===== config.mk =====
export PLATFORM = sky130hd
export DESIGN_NAME = status_register_one_protect
export DESIGN_NICKNAME = d
export VERILOG_FILES = /design/src/status_one_pkg.sv /design/src/protect_map.sv /design/src/serial_front.sv /design/src/status_register_one_protect.sv
export VERILOG_INCLUDE_DIRS = /design/src
export SDC_FILE = /design/constraint.sdc
export NUM_CORES = 1
export LEC_CHECK = 0
export BUFFER_PORTS_ARGS = -buffer_cell sky130_fd_sc_hd__buf_2
export CAP_MARGIN = 0
export CORE_MARGIN = 2
export CORE_UTILIZATION = 38
export CTS_CLUSTER_DIAMETER = 60
export DETAILED_ROUTE_END_ITERATION = 8
export GPL_ROUTABILITY_DRIVEN = 0
export HOLD_SLACK_MARGIN = 0.15
export PLACE_DENSITY = 0.57
export SLEW_MARGIN = 20
export SYNTH_ARGS = -nofsm -noshare
export SYNTH_HDL_FRONTEND = slang
export SYNTH_HIERARCHICAL = 1
export SYNTH_SLANG_ARGS = --single-unit

===== constraint.sdc =====
create_clock -name mclk -period 14.4 [get_ports mclk]
set_clock_uncertainty 0.05 [all_clocks]
set_input_delay 1.44 -clock mclk [delete_from_list [all_inputs] [get_ports mclk]]
set_output_delay 1.44 -clock mclk [all_outputs]
set_load 0.05 [all_outputs]

===== src/status_one_defs.svh =====
// constants for the first status register pair: opcodes, fields, resets
// assumes a 25 MHz mclk and mode-0 serial framing on the pins
`ifndef STATUS_ONE_DEFS_SVH
`define STATUS_ONE_DEFS_SVH

// opcodes decoded by this block
`define OP_READ_STATUS_ONE   8'h05
`define OP_READ_STATUS_TWO   8'h07
`define OP_NV_WRITE_ENABLE   8'h06
`define OP_VOL_WRITE_ENABLE  8'h50
`define OP_WRITE_DISABLE     8'h04
`define OP_WRITE_REGISTERS   8'h01
`define OP_READ_ANY          8'h65
`define OP_WRITE_ANY         8'h71
`define OP_CLEAR_STATUS      8'h30
`define OP_SUSPEND           8'h75
`define OP_RESET_ARM         8'h66
`define OP_RESET_GO          8'h99
`define OP_PAGE_PROGRAM      8'h02
`define OP_SECTOR_ERASE      8'h20
`define OP_BLOCK_ERASE       8'hd8
`define OP_CHIP_ERASE        8'h60

// register addresses for the any-register commands
`define ADDR_STATUS_ONE_NV   24'h000000
`define ADDR_STATUS_ONE_LIVE 24'h800000
`define ADDR_STATUS_TWO_LIVE 24'h800001

// status one field positions
`define BIT_LOCK             7
`define BIT_UNIT             6
`define BIT_ORIGIN           5
`define LEVEL_HI             4
`define LEVEL_LO             2
`define BIT_LATCH            1
`define BIT_BUSY             0

// status two field positions
`define BIT_ERASE_FAIL       6
`define BIT_PROG_FAIL        5

// shipped contents of the non-volatile copy
`define STATUS_ONE_NV_RESET  8'h00

// protect geometry: log2 of sector, of 1/64 array, and address width
`define SECTOR_SHIFT         5'd12
`define FRACTION_SHIFT       5'd18
`define ADDR_BITS            24
`define LEVEL_ALL            3'h7
`define ADDR_BYTES           2'd3

`endif


===== src/status_one_pkg.sv =====
// types shared by the status register pair and its helpers
// assumes status_one_defs.svh holds every number
package status_one_pkg;

  typedef enum {
    st_opcode,
    st_addr,
    st_write_data,
    st_read,
    st_ignore
  } cmd_state_e;

  typedef enum logic [1:0] {
    op_program,
    op_sector_erase,
    op_block_erase,
    op_chip_erase
  } array_op_e;

endpackage


===== src/protect_map.sv =====
// block-protect decode: does an array address fall inside the protected region
// assumes a 24-bit byte address into a 16 MB array
`timescale 1ns/1ns
`include "status_one_defs.svh"
module protect_map (
  input  wire logic [2:0]  level,
  input  wire logic        unit_sel,
  input  wire logic        origin_sel,
  input  wire logic [23:0] addr,
  output logic             hit
);
  wire [4:0]  base_shift = unit_sel ? `SECTOR_SHIFT : `FRACTION_SHIFT;
  wire [4:0]  span_shift = base_shift + {2'b00, level} - 5'd1;
  wire [23:0] span_mask  = ~((24'h1 << span_shift) - 24'h1);
  wire [23:0] masked     = addr & span_mask;
  wire        top_hit    = masked == span_mask;
  wire        bottom_hit = masked == 24'h0;

  // level zero guards nothing, the top level guards all
  assign hit = (level == `LEVEL_ALL) |
               ((level != 3'h0) & (origin_sel ? bottom_hit : top_hit));
endmodule


===== src/serial_front.sv =====
// serial pin front end: synchronises clock, select and data, assembles bytes
// assumes the link clock is far slower than mclk (at least 4 mclk per half period)
`timescale 1ns/1ns
module serial_front (
  input  wire logic       mclk,
  input  wire logic       nrst,
  input  wire logic       sclk,
  input  wire logic       cs_n,
  input  wire logic       si,
  input  wire logic [7:0] tx_byte,
  output logic            rx_valid,
  output logic [7:0]      rx_byte,
  output logic            frame_end,
  output logic            so,
  output logic            so_oe
);
  logic [2:0] sclk_sy_r;
  logic [2:0] cs_sy_r;
  logic [1:0] si_sy_r;
  logic [2:0] bit_cnt_r;
  logic [6:0] shift_in_r;
  logic [7:0] shift_out_r;

  wire active   = ~cs_sy_r[1];
  wire sck_rise = sclk_sy_r[1] & ~sclk_sy_r[2];
  wire sck_fall = ~sclk_sy_r[1] & sclk_sy_r[2];
  wire cs_rise  = cs_sy_r[1] & ~cs_sy_r[2];

  always_ff @(posedge mclk) begin
    if (!nrst) begin
      sclk_sy_r <= 3'h0;
      cs_sy_r   <= 3'h7;
      si_sy_r   <= 2'h0;
    end else begin
      sclk_sy_r <= {sclk_sy_r[1:0], sclk};
      cs_sy_r   <= {cs_sy_r[1:0], cs_n};
      si_sy_r   <= {si_sy_r[0], si};
    end
  end

  always_ff @(posedge mclk) begin
    if (!nrst || !active) begin
      bit_cnt_r  <= 3'h0;
      shift_in_r <= 7'h00;
      rx_valid   <= 1'b0;
    end else begin
      rx_valid <= sck_rise && bit_cnt_r == 3'h7;
      if (sck_rise) begin
        bit_cnt_r  <= bit_cnt_r + 3'h1;
        shift_in_r <= {shift_in_r[5:0], si_sy_r[1]};
      end
    end
  end

  always_ff @(posedge mclk) begin
    if (!nrst) begin
      rx_byte <= 8'h00;
    end else if (active && sck_rise && bit_cnt_r == 3'h7) begin
      rx_byte <= {shift_in_r, si_sy_r[1]};
    end
  end

  // output changes on the falling edge so the host samples a settled bit
  always_ff @(posedge mclk) begin
    if (!nrst) begin
      shift_out_r <= 8'h00;
      so          <= 1'b0;
    end else if (active && sck_fall) begin
      if (bit_cnt_r == 3'h0) begin
        so          <= tx_byte[7];
        shift_out_r <= {tx_byte[6:0], 1'b0};
      end else begin
        so          <= shift_out_r[7];
        shift_out_r <= {shift_out_r[6:0], 1'b0};
      end
    end
  end

  always_ff @(posedge mclk) begin
    if (!nrst) begin
      so_oe     <= 1'b0;
      frame_end <= 1'b0;
    end else begin
      so_oe     <= active;
      frame_end <= cs_rise;
    end
  end
endmodule


===== src/status_register_one_protect.sv =====
// first status register pair: non-volatile defaults and live copy, command decode
// assumes a same-clock program/erase engine and same-clock quad mode flags
//
// Functional notes
// - lock, unit and origin live bits start from their defaults, shipped zero.
// - default level bits 4..2 load the live protect level after reset, shipped zero.
// - default bits 1..0 seed latch and busy; read-only and always zero.
// - lock set with protect pin low and neither quad mode set refuses every lockable register write.
// - quad peripheral or quad io mode forces internal protect level high.
// - pin high or lock clear allows lockable writes; other registers never gated.
// - unit select zero counts in 256kB (1/64 array) fractions, one in 4kB sectors.
// - origin zero protects from top addresses, one from address zero.
// - three level bits pick a protected fraction refusing program and erase.
// - live lock and origin follow writes to their non-volatile copies.
// - no program, erase or register write starts unless the latch is set.
// - write disable clears the latch.
// - successful completion clears latch; failure leaves it for clear status.
// - power-up and both resets load latch from its default bit.
// - register writes never alter latch or busy bits directly.
// - while busy only status reads, read-any, suspend, clear and reset pass.
// - suspend accepted only while an array operation really runs.
// - an error flag keeps busy high until clear status or soft reset.
// - opcodes 05h read, 50h volatile enable, 30h clear status.
// - opcodes 06h, 04h, 01h, 65h and 71h for the non-volatile copy.
// - erase and program failure flags set on failure, clear only on clear status or soft reset.
`timescale 1ns/1ns
`include "status_one_defs.svh"
module status_register_one_protect (
  input  wire logic                   mclk,
  input  wire logic                   nrst,
  input  wire logic                   sclk,
  input  wire logic                   cs_n,
  input  wire logic                   si,
  input  wire logic                   protect_n,
  input  wire logic                   quad_peripheral_mode,
  input  wire logic                   quad_io_mode,
  input  wire logic                   engine_done,
  input  wire logic                   engine_fail,
  input  wire logic                   engine_paused,
  output logic                        so,
  output logic                        so_oe,
  output logic                        engine_go,
  output status_one_pkg::array_op_e   engine_kind,
  output logic [23:0]                 engine_addr,
  output logic                        engine_suspend,
  output logic                        lockable_write_ok
);
  import status_one_pkg::*;

  cmd_state_e  state_r;
  logic [7:0]  opcode_r;
  logic [23:0] addr_r;
  logic [1:0]  addr_cnt_r;
  logic [7:0]  tx_byte_r;
  logic [7:0]  nv_r;
  logic        lock_r;
  logic        unit_r;
  logic        origin_r;
  logic [2:0]  level_r;
  logic        latch_r;
  logic        busy_r;
  logic        running_r;
  logic        erase_fail_r;
  logic        prog_fail_r;
  logic        vol_mode_r;
  logic        arm_r;
  logic        pending_r;
  logic [1:0]  pin_sy_r;
  logic        rx_valid;
  logic [7:0]  rx_byte;
  logic        frame_end;
  logic        front_so;
  logic        front_so_oe;
  logic        target_hit;

  serial_front u_front (
    .mclk      (mclk),
    .nrst      (nrst),
    .sclk      (sclk),
    .cs_n      (cs_n),
    .si        (si),
    .tx_byte   (tx_byte_r),
    .rx_valid  (rx_valid),
    .rx_byte   (rx_byte),
    .frame_end (frame_end),
    .so        (front_so),
    .so_oe     (front_so_oe)
  );

  protect_map u_map (
    .level      (level_r),
    .unit_sel   (unit_r),
    .origin_sel (origin_r),
    .addr       (addr_r),
    .hit        (target_hit)
  );

  // live image and second status image as seen by the reads
  wire [7:0] live_image = {lock_r, unit_r, origin_r, level_r, latch_r, busy_r};
  wire [7:0] two_image  = {1'b0, erase_fail_r, prog_fail_r, 5'h00};

  // pin is external, so it is synchronised before anything reads it
  wire pin_level   = pin_sy_r[1] | quad_peripheral_mode | quad_io_mode;
  wire locked      = lock_r & ~pin_level;
  wire reg_write   = latch_r & ~locked;

  wire op_byte     = rx_valid && state_r == st_opcode;
  wire busy_pass   = rx_byte == `OP_READ_STATUS_ONE || rx_byte == `OP_READ_STATUS_TWO ||
                     rx_byte == `OP_READ_ANY || rx_byte == `OP_SUSPEND ||
                     rx_byte == `OP_CLEAR_STATUS || rx_byte == `OP_RESET_ARM ||
                     rx_byte == `OP_RESET_GO;
  wire accept      = op_byte & (~busy_r | busy_pass);
  wire is_array    = rx_byte == `OP_PAGE_PROGRAM || rx_byte == `OP_SECTOR_ERASE ||
                     rx_byte == `OP_BLOCK_ERASE || rx_byte == `OP_CHIP_ERASE;
  wire needs_addr  = is_array & (rx_byte != `OP_CHIP_ERASE) ||
                     rx_byte == `OP_READ_ANY || rx_byte == `OP_WRITE_ANY;

  wire do_soft_rst = accept & rx_byte == `OP_RESET_GO & arm_r;
  wire do_clear    = accept & rx_byte == `OP_CLEAR_STATUS;
  wire do_nv_en    = accept & rx_byte == `OP_NV_WRITE_ENABLE;
  wire do_vol_en   = accept & rx_byte == `OP_VOL_WRITE_ENABLE;
  wire do_disable  = accept & rx_byte == `OP_WRITE_DISABLE;
  wire do_suspend  = accept & rx_byte == `OP_SUSPEND & running_r;

  // register write data byte and where it lands
  wire data_byte   = rx_valid && state_r == st_write_data;
  wire any_nv      = opcode_r == `OP_WRITE_ANY && addr_r == `ADDR_STATUS_ONE_NV;
  wire any_live    = opcode_r == `OP_WRITE_ANY && addr_r == `ADDR_STATUS_ONE_LIVE;
  wire wrr_nv      = opcode_r == `OP_WRITE_REGISTERS & ~vol_mode_r;
  wire wrr_live    = opcode_r == `OP_WRITE_REGISTERS & vol_mode_r;
  wire write_nv    = data_byte & reg_write & (wrr_nv | any_nv);
  wire write_live  = data_byte & reg_write & (wrr_live | any_live);
  wire write_done  = write_nv | write_live;

  // array launch happens once the frame closes with a full address or after a chip erase opcode
  wire launch_req  = frame_end & pending_r;
  wire launch_ok   = launch_req & latch_r & ~target_hit & ~busy_r;
  wire launch_bad  = launch_req & latch_r & target_hit & ~busy_r;
  wire is_erase    = opcode_r != `OP_PAGE_PROGRAM;
  wire run_erase   = engine_kind != op_program;  // later frames overwrite opcode_r

  wire [7:0] any_read = addr_r == `ADDR_STATUS_ONE_NV   ? nv_r :
                        addr_r == `ADDR_STATUS_ONE_LIVE ? live_image :
                        addr_r == `ADDR_STATUS_TWO_LIVE ? two_image : 8'h00;

  always_ff @(posedge mclk) begin
    if (!nrst) begin
      pin_sy_r <= 2'h0;
    end else begin
      pin_sy_r <= {pin_sy_r[0], protect_n};
    end
  end

  // command sequencing per frame
  always_ff @(posedge mclk) begin
    if (!nrst || frame_end) begin
      state_r    <= st_opcode;
      addr_cnt_r <= 2'h0;
    end else if (op_byte) begin
      if (!accept) begin
        state_r <= st_ignore;
      end else if (needs_addr) begin
        state_r <= st_addr;
      end else if (rx_byte == `OP_WRITE_REGISTERS) begin
        state_r <= st_write_data;
      end else if (rx_byte == `OP_READ_STATUS_ONE || rx_byte == `OP_READ_STATUS_TWO) begin
        state_r <= st_read;
      end else begin
        state_r <= st_ignore;
      end
    end else if (rx_valid) begin
      case (state_r)
        st_addr: begin
          addr_cnt_r <= addr_cnt_r + 2'h1;
          if (addr_cnt_r == `ADDR_BYTES - 2'h1) begin
            if (opcode_r == `OP_READ_ANY) begin
              state_r <= st_read;
            end else if (opcode_r == `OP_WRITE_ANY) begin
              state_r <= st_write_data;
            end else begin
              state_r <= st_ignore;
            end
          end
        end
        st_write_data: state_r <= st_ignore;
        st_read:       state_r <= st_read;
        st_ignore:     state_r <= st_ignore;
        default:       state_r <= st_ignore;
      endcase
    end
  end

  always_ff @(posedge mclk) begin
    if (!nrst) begin
      opcode_r <= 8'h00;
      addr_r   <= 24'h0;
    end else if (op_byte) begin
      opcode_r <= rx_byte;
      addr_r   <= 24'h0;
    end else if (rx_valid && state_r == st_addr) begin
      addr_r <= {addr_r[15:0], rx_byte};
    end
  end

  // read data refreshes each byte so busy and flags stay current
  always_ff @(posedge mclk) begin
    if (!nrst) begin
      tx_byte_r <= 8'h00;
    end else if (state_r == st_read) begin
      case (opcode_r)
        `OP_READ_STATUS_ONE: tx_byte_r <= live_image;
        `OP_READ_STATUS_TWO: tx_byte_r <= two_image;
        `OP_READ_ANY:        tx_byte_r <= any_read;
        default:             tx_byte_r <= 8'h00;
      endcase
    end else begin
      tx_byte_r <= 8'h00;
    end
  end

  // non-volatile copy; low two bits are factory-fixed and never written
  always_ff @(posedge mclk) begin
    if (!nrst) begin
      nv_r <= `STATUS_ONE_NV_RESET;
    end else if (write_nv) begin
      nv_r <= {rx_byte[7:2], nv_r[1:0]};
    end
  end

  // live protection fields
  always_ff @(posedge mclk) begin
    if (!nrst) begin
      lock_r   <= 1'b0;
      unit_r   <= 1'b0;
      origin_r <= 1'b0;
      level_r  <= 3'h0;
    end else if (do_soft_rst) begin
      lock_r   <= nv_r[`BIT_LOCK];
      unit_r   <= nv_r[`BIT_UNIT];
      origin_r <= nv_r[`BIT_ORIGIN];
      level_r  <= nv_r[`LEVEL_HI:`LEVEL_LO];
    end else if (write_live) begin
      lock_r   <= rx_byte[`BIT_LOCK];
      unit_r   <= rx_byte[`BIT_UNIT];
      origin_r <= rx_byte[`BIT_ORIGIN];
      level_r  <= rx_byte[`LEVEL_HI:`LEVEL_LO];
    end else if (write_nv) begin
      lock_r   <= rx_byte[`BIT_LOCK];
      origin_r <= rx_byte[`BIT_ORIGIN];
    end
  end

  // latch: written bytes never reach it, only commands and completion
  always_ff @(posedge mclk) begin
    if (!nrst) begin
      latch_r    <= 1'b0;
      vol_mode_r <= 1'b0;
    end else if (do_soft_rst) begin
      latch_r    <= nv_r[`BIT_LATCH];
      vol_mode_r <= 1'b0;
    end else if (do_nv_en || do_vol_en) begin
      latch_r    <= 1'b1;
      vol_mode_r <= do_vol_en;
    end else if (do_disable || do_clear) begin
      latch_r    <= 1'b0;
      vol_mode_r <= 1'b0;
    end else if (write_done || engine_done) begin
      latch_r    <= 1'b0;
      vol_mode_r <= 1'b0;
    end
  end

  // failure flags: a failure in the clearing cycle still sets
  always_ff @(posedge mclk) begin
    if (!nrst || do_soft_rst) begin
      erase_fail_r <= 1'b0;
      prog_fail_r  <= 1'b0;
    end else begin
      erase_fail_r <= (erase_fail_r & ~do_clear) |
                      (engine_fail & running_r & run_erase) | (launch_bad & is_erase);
      prog_fail_r  <= (prog_fail_r & ~do_clear) |
                      (engine_fail & running_r & ~run_erase) | (launch_bad & ~is_erase);
    end
  end

  // busy follows the engine and sticks while a failure is pending
  always_ff @(posedge mclk) begin
    if (!nrst) begin
      busy_r    <= 1'b0;
      running_r <= 1'b0;
    end else if (do_soft_rst) begin
      busy_r    <= nv_r[`BIT_BUSY];
      running_r <= 1'b0;
    end else if (launch_ok) begin
      busy_r    <= 1'b1;
      running_r <= 1'b1;
    end else if (launch_bad || (engine_fail && running_r)) begin
      busy_r    <= 1'b1;
      running_r <= 1'b0;
    end else if (running_r && (engine_done || engine_paused)) begin
      busy_r    <= 1'b0;
      running_r <= 1'b0;
    end else if (do_clear && (erase_fail_r || prog_fail_r)) begin
      busy_r    <= 1'b0;
    end
  end

  // two-step reset: arming byte, any other opcode disarms
  always_ff @(posedge mclk) begin
    if (!nrst) begin
      arm_r <= 1'b0;
    end else if (op_byte) begin
      arm_r <= accept && rx_byte == `OP_RESET_ARM;
    end
  end

  always_ff @(posedge mclk) begin
    if (!nrst || frame_end || do_soft_rst) begin
      pending_r <= 1'b0;
    end else if (accept && rx_byte == `OP_CHIP_ERASE) begin
      pending_r <= 1'b1;
    end else if (rx_valid && state_r == st_addr && addr_cnt_r == `ADDR_BYTES - 2'h1) begin
      pending_r <= opcode_r != `OP_READ_ANY && opcode_r != `OP_WRITE_ANY;
    end
  end

  // engine handshake; chip erase is checked at address zero: refused at level 7 or, with origin one, any nonzero level
  always_ff @(posedge mclk) begin
    if (!nrst) begin
      engine_go      <= 1'b0;
      engine_kind    <= op_program;
      engine_addr    <= 24'h0;
      engine_suspend <= 1'b0;
    end else begin
      engine_go      <= launch_ok;
      engine_suspend <= do_suspend;
      if (launch_req) begin
        engine_addr <= addr_r;
        case (opcode_r)
          `OP_PAGE_PROGRAM: engine_kind <= op_program;
          `OP_SECTOR_ERASE: engine_kind <= op_sector_erase;
          `OP_BLOCK_ERASE:  engine_kind <= op_block_erase;
          default:          engine_kind <= op_chip_erase;
        endcase
      end
    end
  end

  // other register banks share the same lock verdict
  always_ff @(posedge mclk) begin
    if (!nrst) begin
      lockable_write_ok <= 1'b0;
      so                <= 1'b0;
      so_oe             <= 1'b0;
    end else begin
      lockable_write_ok <= reg_write & ~busy_r;
      so                <= front_so;
      so_oe             <= front_so_oe;
    end
  end
endmodule


Yosys cells after proc, flatten, opt, wreduce, memory -nomap -nowiden:

Index checks and enable logic that the tools add are counted.

* input port bits: 11
* output and inout port bits: 31
* bits in registers: 165

* bitwise operators: 62
* eq/ne operators: 40
* reduce and logical (&&, ||, !) cells: 57
* shift operators: 1
* add/sub/neg operators: 5
* mux-type cells: 44

Operators by type and width (number)
* 32-bit two-way mux: 3
* 32-bit by 2-bit == test with 1-bit output (second input constant): 2
* 32-bit by 3-bit == test with 1-bit output (second input constant): 2
* 8-bit by 7-bit == test with 1-bit output (second input constant): 8
* 32-bit one-hot mux with 2 select lines: 1
* 24-bit == test (second input constant): 2
* 8-bit by 3-bit == test with 1-bit output (second input constant): 6
* 24-bit zero test: 2
* 1-bit AND: 35
* 32-bit by 1-bit == test with 1-bit output (second input constant): 1
* 32-bit zero test: 1
* 1-bit two-way mux: 25
* 24-bit AND: 1
* 24-bit == test: 1
* 8-bit by 6-bit == test with 1-bit output (second input constant): 3
* 8-bit == test (second input constant): 3
* 3-bit two-way mux: 8
* 8-bit two-way mux: 3
* 8-bit by 7-bit != test with 1-bit output (second input constant): 3
* 24-bit inverter: 1
* 8-bit one-hot mux with 3 select lines: 1
* 1-bit by 5-bit left shift with 24-bit output (first input constant): 1
* 24-bit by 1-bit subtractor with 24-bit output (second input constant): 1
* 1-bit logical OR: 21
* other kinds (25): 74

Logic depth before layout (Yosys ltp):

* depth after elaboration: 17
* gate-level depth with buffers: 24

Modules after synthesis:

Netlist, hierarchy kept.

Modules (own cells, without submodules)
* status_register_one_protect: area an instance 4389.2 um2, seq. area each 1961.9 um2, cells an instance 531, times used 1
* serial_front: area an instance 1365.1 um2, seq. area each 740.7 um2, cells an instance 144, times used 1
* protect_map: area an instance 1348.8 um2, seq. area each 0.0 um2, cells an instance 204, times used 1

Least setup slack after synthesis:

No wires, ideal clock.

* path type: flip-flop to flip-flop
* from: register level_r[1]
* to: register prog_fail_r
* required time: 14.280 ns
* stages on the path, launching flop included: 24
* path slack: 9.144 ns
* period minus slack after synthesis: 5.256 ns
* path buffers: 4
* arrival time: 5.136 ns
* cell sequence: dfxtp_1 > inv_1 > ha_1 > clkbuf_1 > nor2b_1 > inv_1 > fa_1 > xnor2_1 > buf_2 > buf_2 > nand4_1 > ha_1 > buf_4 > nor3_1 > nor2_1 > a211oi_1 > o211ai_1 > a2111oi_2 > a22oi_1 > o22ai_1 > o31a_1 > inv_1 > or3_1 > a21oi_1

* longest elaborated chain between the ends: 14
* elaborated cells on any way between the ends: 17

RTL lines
* start, declared: line status_register_one_protect.sv:59 `logic [2:0] level_r;`
* start signal, assigned: line status_register_one_protect.sv:241 `` level_r <= nv_r[`LEVEL_HI:`LEVEL_LO]; ``
* start signal, assigned: line status_register_one_protect.sv:246 `` level_r <= rx_byte[`LEVEL_HI:`LEVEL_LO]; ``
* 5-bit by 3-bit adder with 5-bit output: line protect_map.sv:13 `wire [4:0] span_shift = base_shift + {2'b00, level} - 5'd1;`
* 5-bit by 1-bit subtractor with 5-bit output: line protect_map.sv:13
* 1-bit by 5-bit left shift with 24-bit output: line protect_map.sv:14 `wire [23:0] span_mask = ~((24'h1 << span_shift) - 24'h1);`
* 24-bit by 1-bit subtractor with 24-bit output: line protect_map.sv:14
* 24-bit inverter: line protect_map.sv:14
* 24-bit AND: line protect_map.sv:15 `wire [23:0] masked = addr & span_mask;`
* 24-bit == test / 24-bit zero test (equally long branches): line protect_map.sv:16, protect_map.sv:17
* 1-bit two-way mux: line protect_map.sv:21 `((level != 3'h0) & (origin_sel ? bottom_hit : top_hit));`
* 1-bit AND: line protect_map.sv:21
* 1-bit OR *: line protect_map.sv:20 `` assign hit = (level == `LEVEL_ALL) | ``
* named net target_hit: line status_register_one_protect.sv:74 `logic target_hit;`
* 1-bit AND * (2 in series): line status_register_one_protect.sv:138 `wire launch_bad = launch_req & latch_r & target_hit & ~busy_r;`
* 1-bit AND *: line status_register_one_protect.sv:282 `(engine_fail & running_r & ~run_erase) | (launch_bad & ~is_erase);`
* 1-bit OR *: line status_register_one_protect.sv:282
* end signal, assigned: line status_register_one_protect.sv:281 `prog_fail_r <= (prog_fail_r & ~do_clear) |`
* end, declared: line status_register_one_protect.sv:64 `logic prog_fail_r;`

The timed path passes the listed nets; every way through them passes the cells marked *.
A chain may end at the register's enable or synchronous reset.

Worst setup path in the final report:

Ends and elaborated chain as after synthesis.

==> flow_summary.json <==
{
  "die-area_sq_um": 19800,
  "cts_setup_buffers": 0,
  "power.leakage_uw": 0.00263,
  "synthArstFlopShare": 0,
  "worst_slew_pin_slew_ns": 1.07,
  "cp_data_required_time_ns": 14.70,
  "core_sq_um": 18500,
  "h-tree-depth": 4,
  "multiInputGateArea_sq_um": 4040,
  "worstPathMaxFanout": 22,
  "grt_pass1_vias": 5691,
  "worstHoldPathCells": 1,
  "detail-route-antenna-nets": 0,
  "reg2reg_depth": 20,
  "holdCritPathClass": "flip-flop to flip-flop",
  "share_seq_of_total_power": 0.459,
  "swShare": 0.202,
  "antenna_found_initial": 0,
  "ys_seq_area_frac": 0.380,
  "die_w_microns": 141,
  "insertion_delay_ns": 0.42,
  "timing.rr.start": "level_r[1]$_SDFFE_PN0P_",
  "track_usage": 0.195,
  "timing.hold.ws_ns": 0.331,
  "wl_microns": 19200,
  "vias": 6312,
  "fillers": 1877,
  "clock-sinks": 135,
  "internal-power_uw": 653,
  "worstHoldStart": "u_front/cs_sy_r[2]$_SDFF_PN1_",
  "cts_root_buffer": "clkbuf_16",
  "syn_inst": 879,
  "antenna_cells": 0,
  "slew_headroom": 0.285,
  "synth_area_per_cell_sq_um": 8.08,
  "regToRegEndpoint": "prog_fail_r$_SDFF_PP0_",
  "end_kind": "flip-flop",
  "grt_pass1_wl_microns": 30900,
  "use_met3": 0.0380,
  "clock_path_buffers": 2,
  "area_delta_synth_final_pct": 12.0,
  "grt_use_met2": 0.316,
  "max_freq_ghz": 0.159,
  "cts_resized": 0,
  "regArea_sq_um": 2700,
  "row_count": 50,
  "p_per_area_nw_per_um2": 103,
  "setup.worst_path.class": "flip-flop to flip-flop",
  "vias_per_cell": 5.59,
  "rrSetupSlack_ns": 8.10,
  "overflow": 0,
  "grt_util_met1": 0.264,
  "wire_per_inst_microns": 17.0,
  "irDropWorstVdd_mv": 0.0906,
  "holdBufCountCts": 0,
  "rsz0062_at_grt": "no",
  "critPathLaunchType": "flip-flop",
  "cts_tree": "built",
  "clk_pin_slew_worst_paths_ns": 0.06,
  "period_needed_ns": 6.30,
  "final_cell_mix": "nand2_1 (181), dfxtp_1 (135), a21oi_1 (59)",
  "maxCapViolations": 0,
  "synth_top_flop_cell": "dfxtp_1",
  "clkPwrFrac": 0.527,
  "worst_ep_arrival_time_ns": 6.60,
  "fin_util": 0.430,
  "synth_fp_nets": 899,
  "dr.pass1.iters": 5,
  "layout.nets": 906,
  "drtIter0Drc": 499,
  "post-dp-hpwl_microns": 13200,
  "outcome": "finished, final reports clean",
  "holdPathEnd": "u_front/frame_end$_SDFF_PN0_",
  "slew_viol_final": 0,
  "drive_gt1_frac": 0.118,
  "port_buffers": 41,
  "synth-seq-cells": 135,
  "yosysWarnings": 6,
  "hold_viol": 0,
  "synth_edf_count": 0,
  "synth_top_area_share": 0.380,
  "drc": 0,
  "power.switching_uw": 166,
  "combinationalPowerShare": 0.014,
  "ys_types": 79,
  "layout_commonest_cell": "nand2_1",
  "die_y_microns": 141,
  "boundaryPins": 42,
  "synth_top_area_cell": "dfxtp_1",
  "syn_area_sq_um": 7100,
  "grt_busiest_layer": "met2",
  "initial_core_util": 0.384,
  "tns_ns": 0,
  "grt_start_max_net_pins": 86,
  "setup_violations": 0,
  "period_share": 0.437,
  "synth_area_leaders": "dfxtp_1 (38%), nand2_1 (9.6%), a21boi_0 (4.2%)",
  "cts_made_buffers": 17
}
==> sequential cells by signal, summed over array words and instances, names as in the netlist, 6 cells and up <==
| signal | flops |
|---|---|
| addr_r | 24 |
| u_front/shift_out_r | 7 |
| u_front/rx_byte | 8 |
| engine_addr | 24 |
| u_front/shift_in_r | 7 |
| tx_byte_r | 8 |
| opcode_r | 8 |
| nv_r | 6 |
==> through the flow <==
stage          instance area [sq um]  instances  setup WS, ns  power, uW
3_5_place_dp                    7380       1101          8.20        396
2_1_floorplan                   7100        879          9.14        392
5_1_grt                         7960       1130          7.57        844
4_1_cts                         7960       1130          8.17        826
3_3_place_gp                    7380       1101          8.29        396
6_report                        7960       1130          8.10        819
==> worst max-delay path by stage <==
stage,end,startpoint,slack [ns]
3_5_place_dp,prog_fail_r$_SDFF_PP0_,level_r[1]$_SDFFE_PN0P_,8.20
6_report,prog_fail_r$_SDFF_PP0_,level_r[1]$_SDFFE_PN0P_,8.10
3_3_place_gp,prog_fail_r$_SDFF_PP0_,level_r[1]$_SDFFE_PN0P_,8.29
5_1_grt,prog_fail_r$_SDFF_PP0_,level_r[1]$_SDFFE_PN0P_,7.57
2_1_floorplan,prog_fail_r$_SDFF_PP0_,level_r[1]$_SDFFE_PN0P_,9.14
4_1_cts,prog_fail_r$_SDFF_PP0_,level_r[1]$_SDFFE_PN0P_,8.17
==> kinds of logic (layout without fill, tap and decap cells) <==
group,Yosys count,after routing,synth area share
and+or+nand+nor,400,400,0.289
AOI/OAI and AO/OA,223,223,0.218
DFF,135,135,0.380
buffers and inverters,83,100,0.0528
muxes,19,19,0.0268
xor gates and xnor gates,10,10,0.0150
adders and majority gates,9,9,0.0180
==> layer usage <==
| metal | vias up | part of all wire |
|---|---|---|
| met2 | 194 | 0.47 |
| met4 | 0 | 0.021 |
| met3 | 39 | 0.046 |
| li1 | 3125 | - |
| met1 | 2954 | 0.47 |
| met5 | - | 0 |
==> power groups by stage <==
| stage | Combinational [uW] | Clock [uW] | Sequential [uW] |
|---|---|---|---|
| floorplan | 7.59 | 0 | 384 |
| global placement | 11.6 | 0 | 384 |
| detailed placement | 11.8 | 0 | 384 |
| CTS | 11.8 | 438 | 376 |
| global route | 12.8 | 456 | 376 |
| finish | 11.5 | 432 | 376 |
==> final cells by class <==
cell class | count | share of cell area
clock buffers | 21 | 0.0566
inverters | 23 | 0.0108
repair buffers | 48 | 0.0324
flip-flops and latches | 135 | 0.340
well taps | 234 | 0.0368
clock inverters | 8 | 0.0157
multi-input cells | 661 | 0.508
==> cell usage after synthesis, types with 7 or more instances <==
library cell / instances
a211oi_1: 10
o21ai_0: 27
and2_1: 16
buf_2: 21
a21boi_0: 40
ha_1: 7
o211ai_1: 10
nor2_1: 41
dfxtp_1: 135
nand2_1: 181
mux2i_1: 19
nand3b_1: 7
nand3_1: 17
nand4_1: 13
nor4_1: 11
o21a_1: 8
nand2b_1: 15
nor3_1: 20
nor2b_1: 27
nor3b_1: 9
and3_1: 7
inv_1: 23
a31oi_1: 17
clkbuf_1: 31
a22oi_1: 10
a21oi_1: 59
==> worst max-delay path: stages, from the launching register on <==
cell	delay, ns
dfxtp_1	0.40
inv_1	0.07
ha_1	0.55
nor2b_1	0.48
inv_1	0.17
fa_1	0.56
xor2_4	0.55
nor2_1	0.26
nand2_1	0.12
ha_1	0.57
o31a_2	0.36
o21ai_2	0.13
a2111oi_4	0.34
xnor2_1	0.17
a2111oi_2	0.38
a22oi_1	0.14
o22ai_1	0.15
o31a_1	0.22
inv_1	0.06
or3_1	0.37
a21oi_1	0.12
Note: power is estimated with default switching activity, not from simulation.
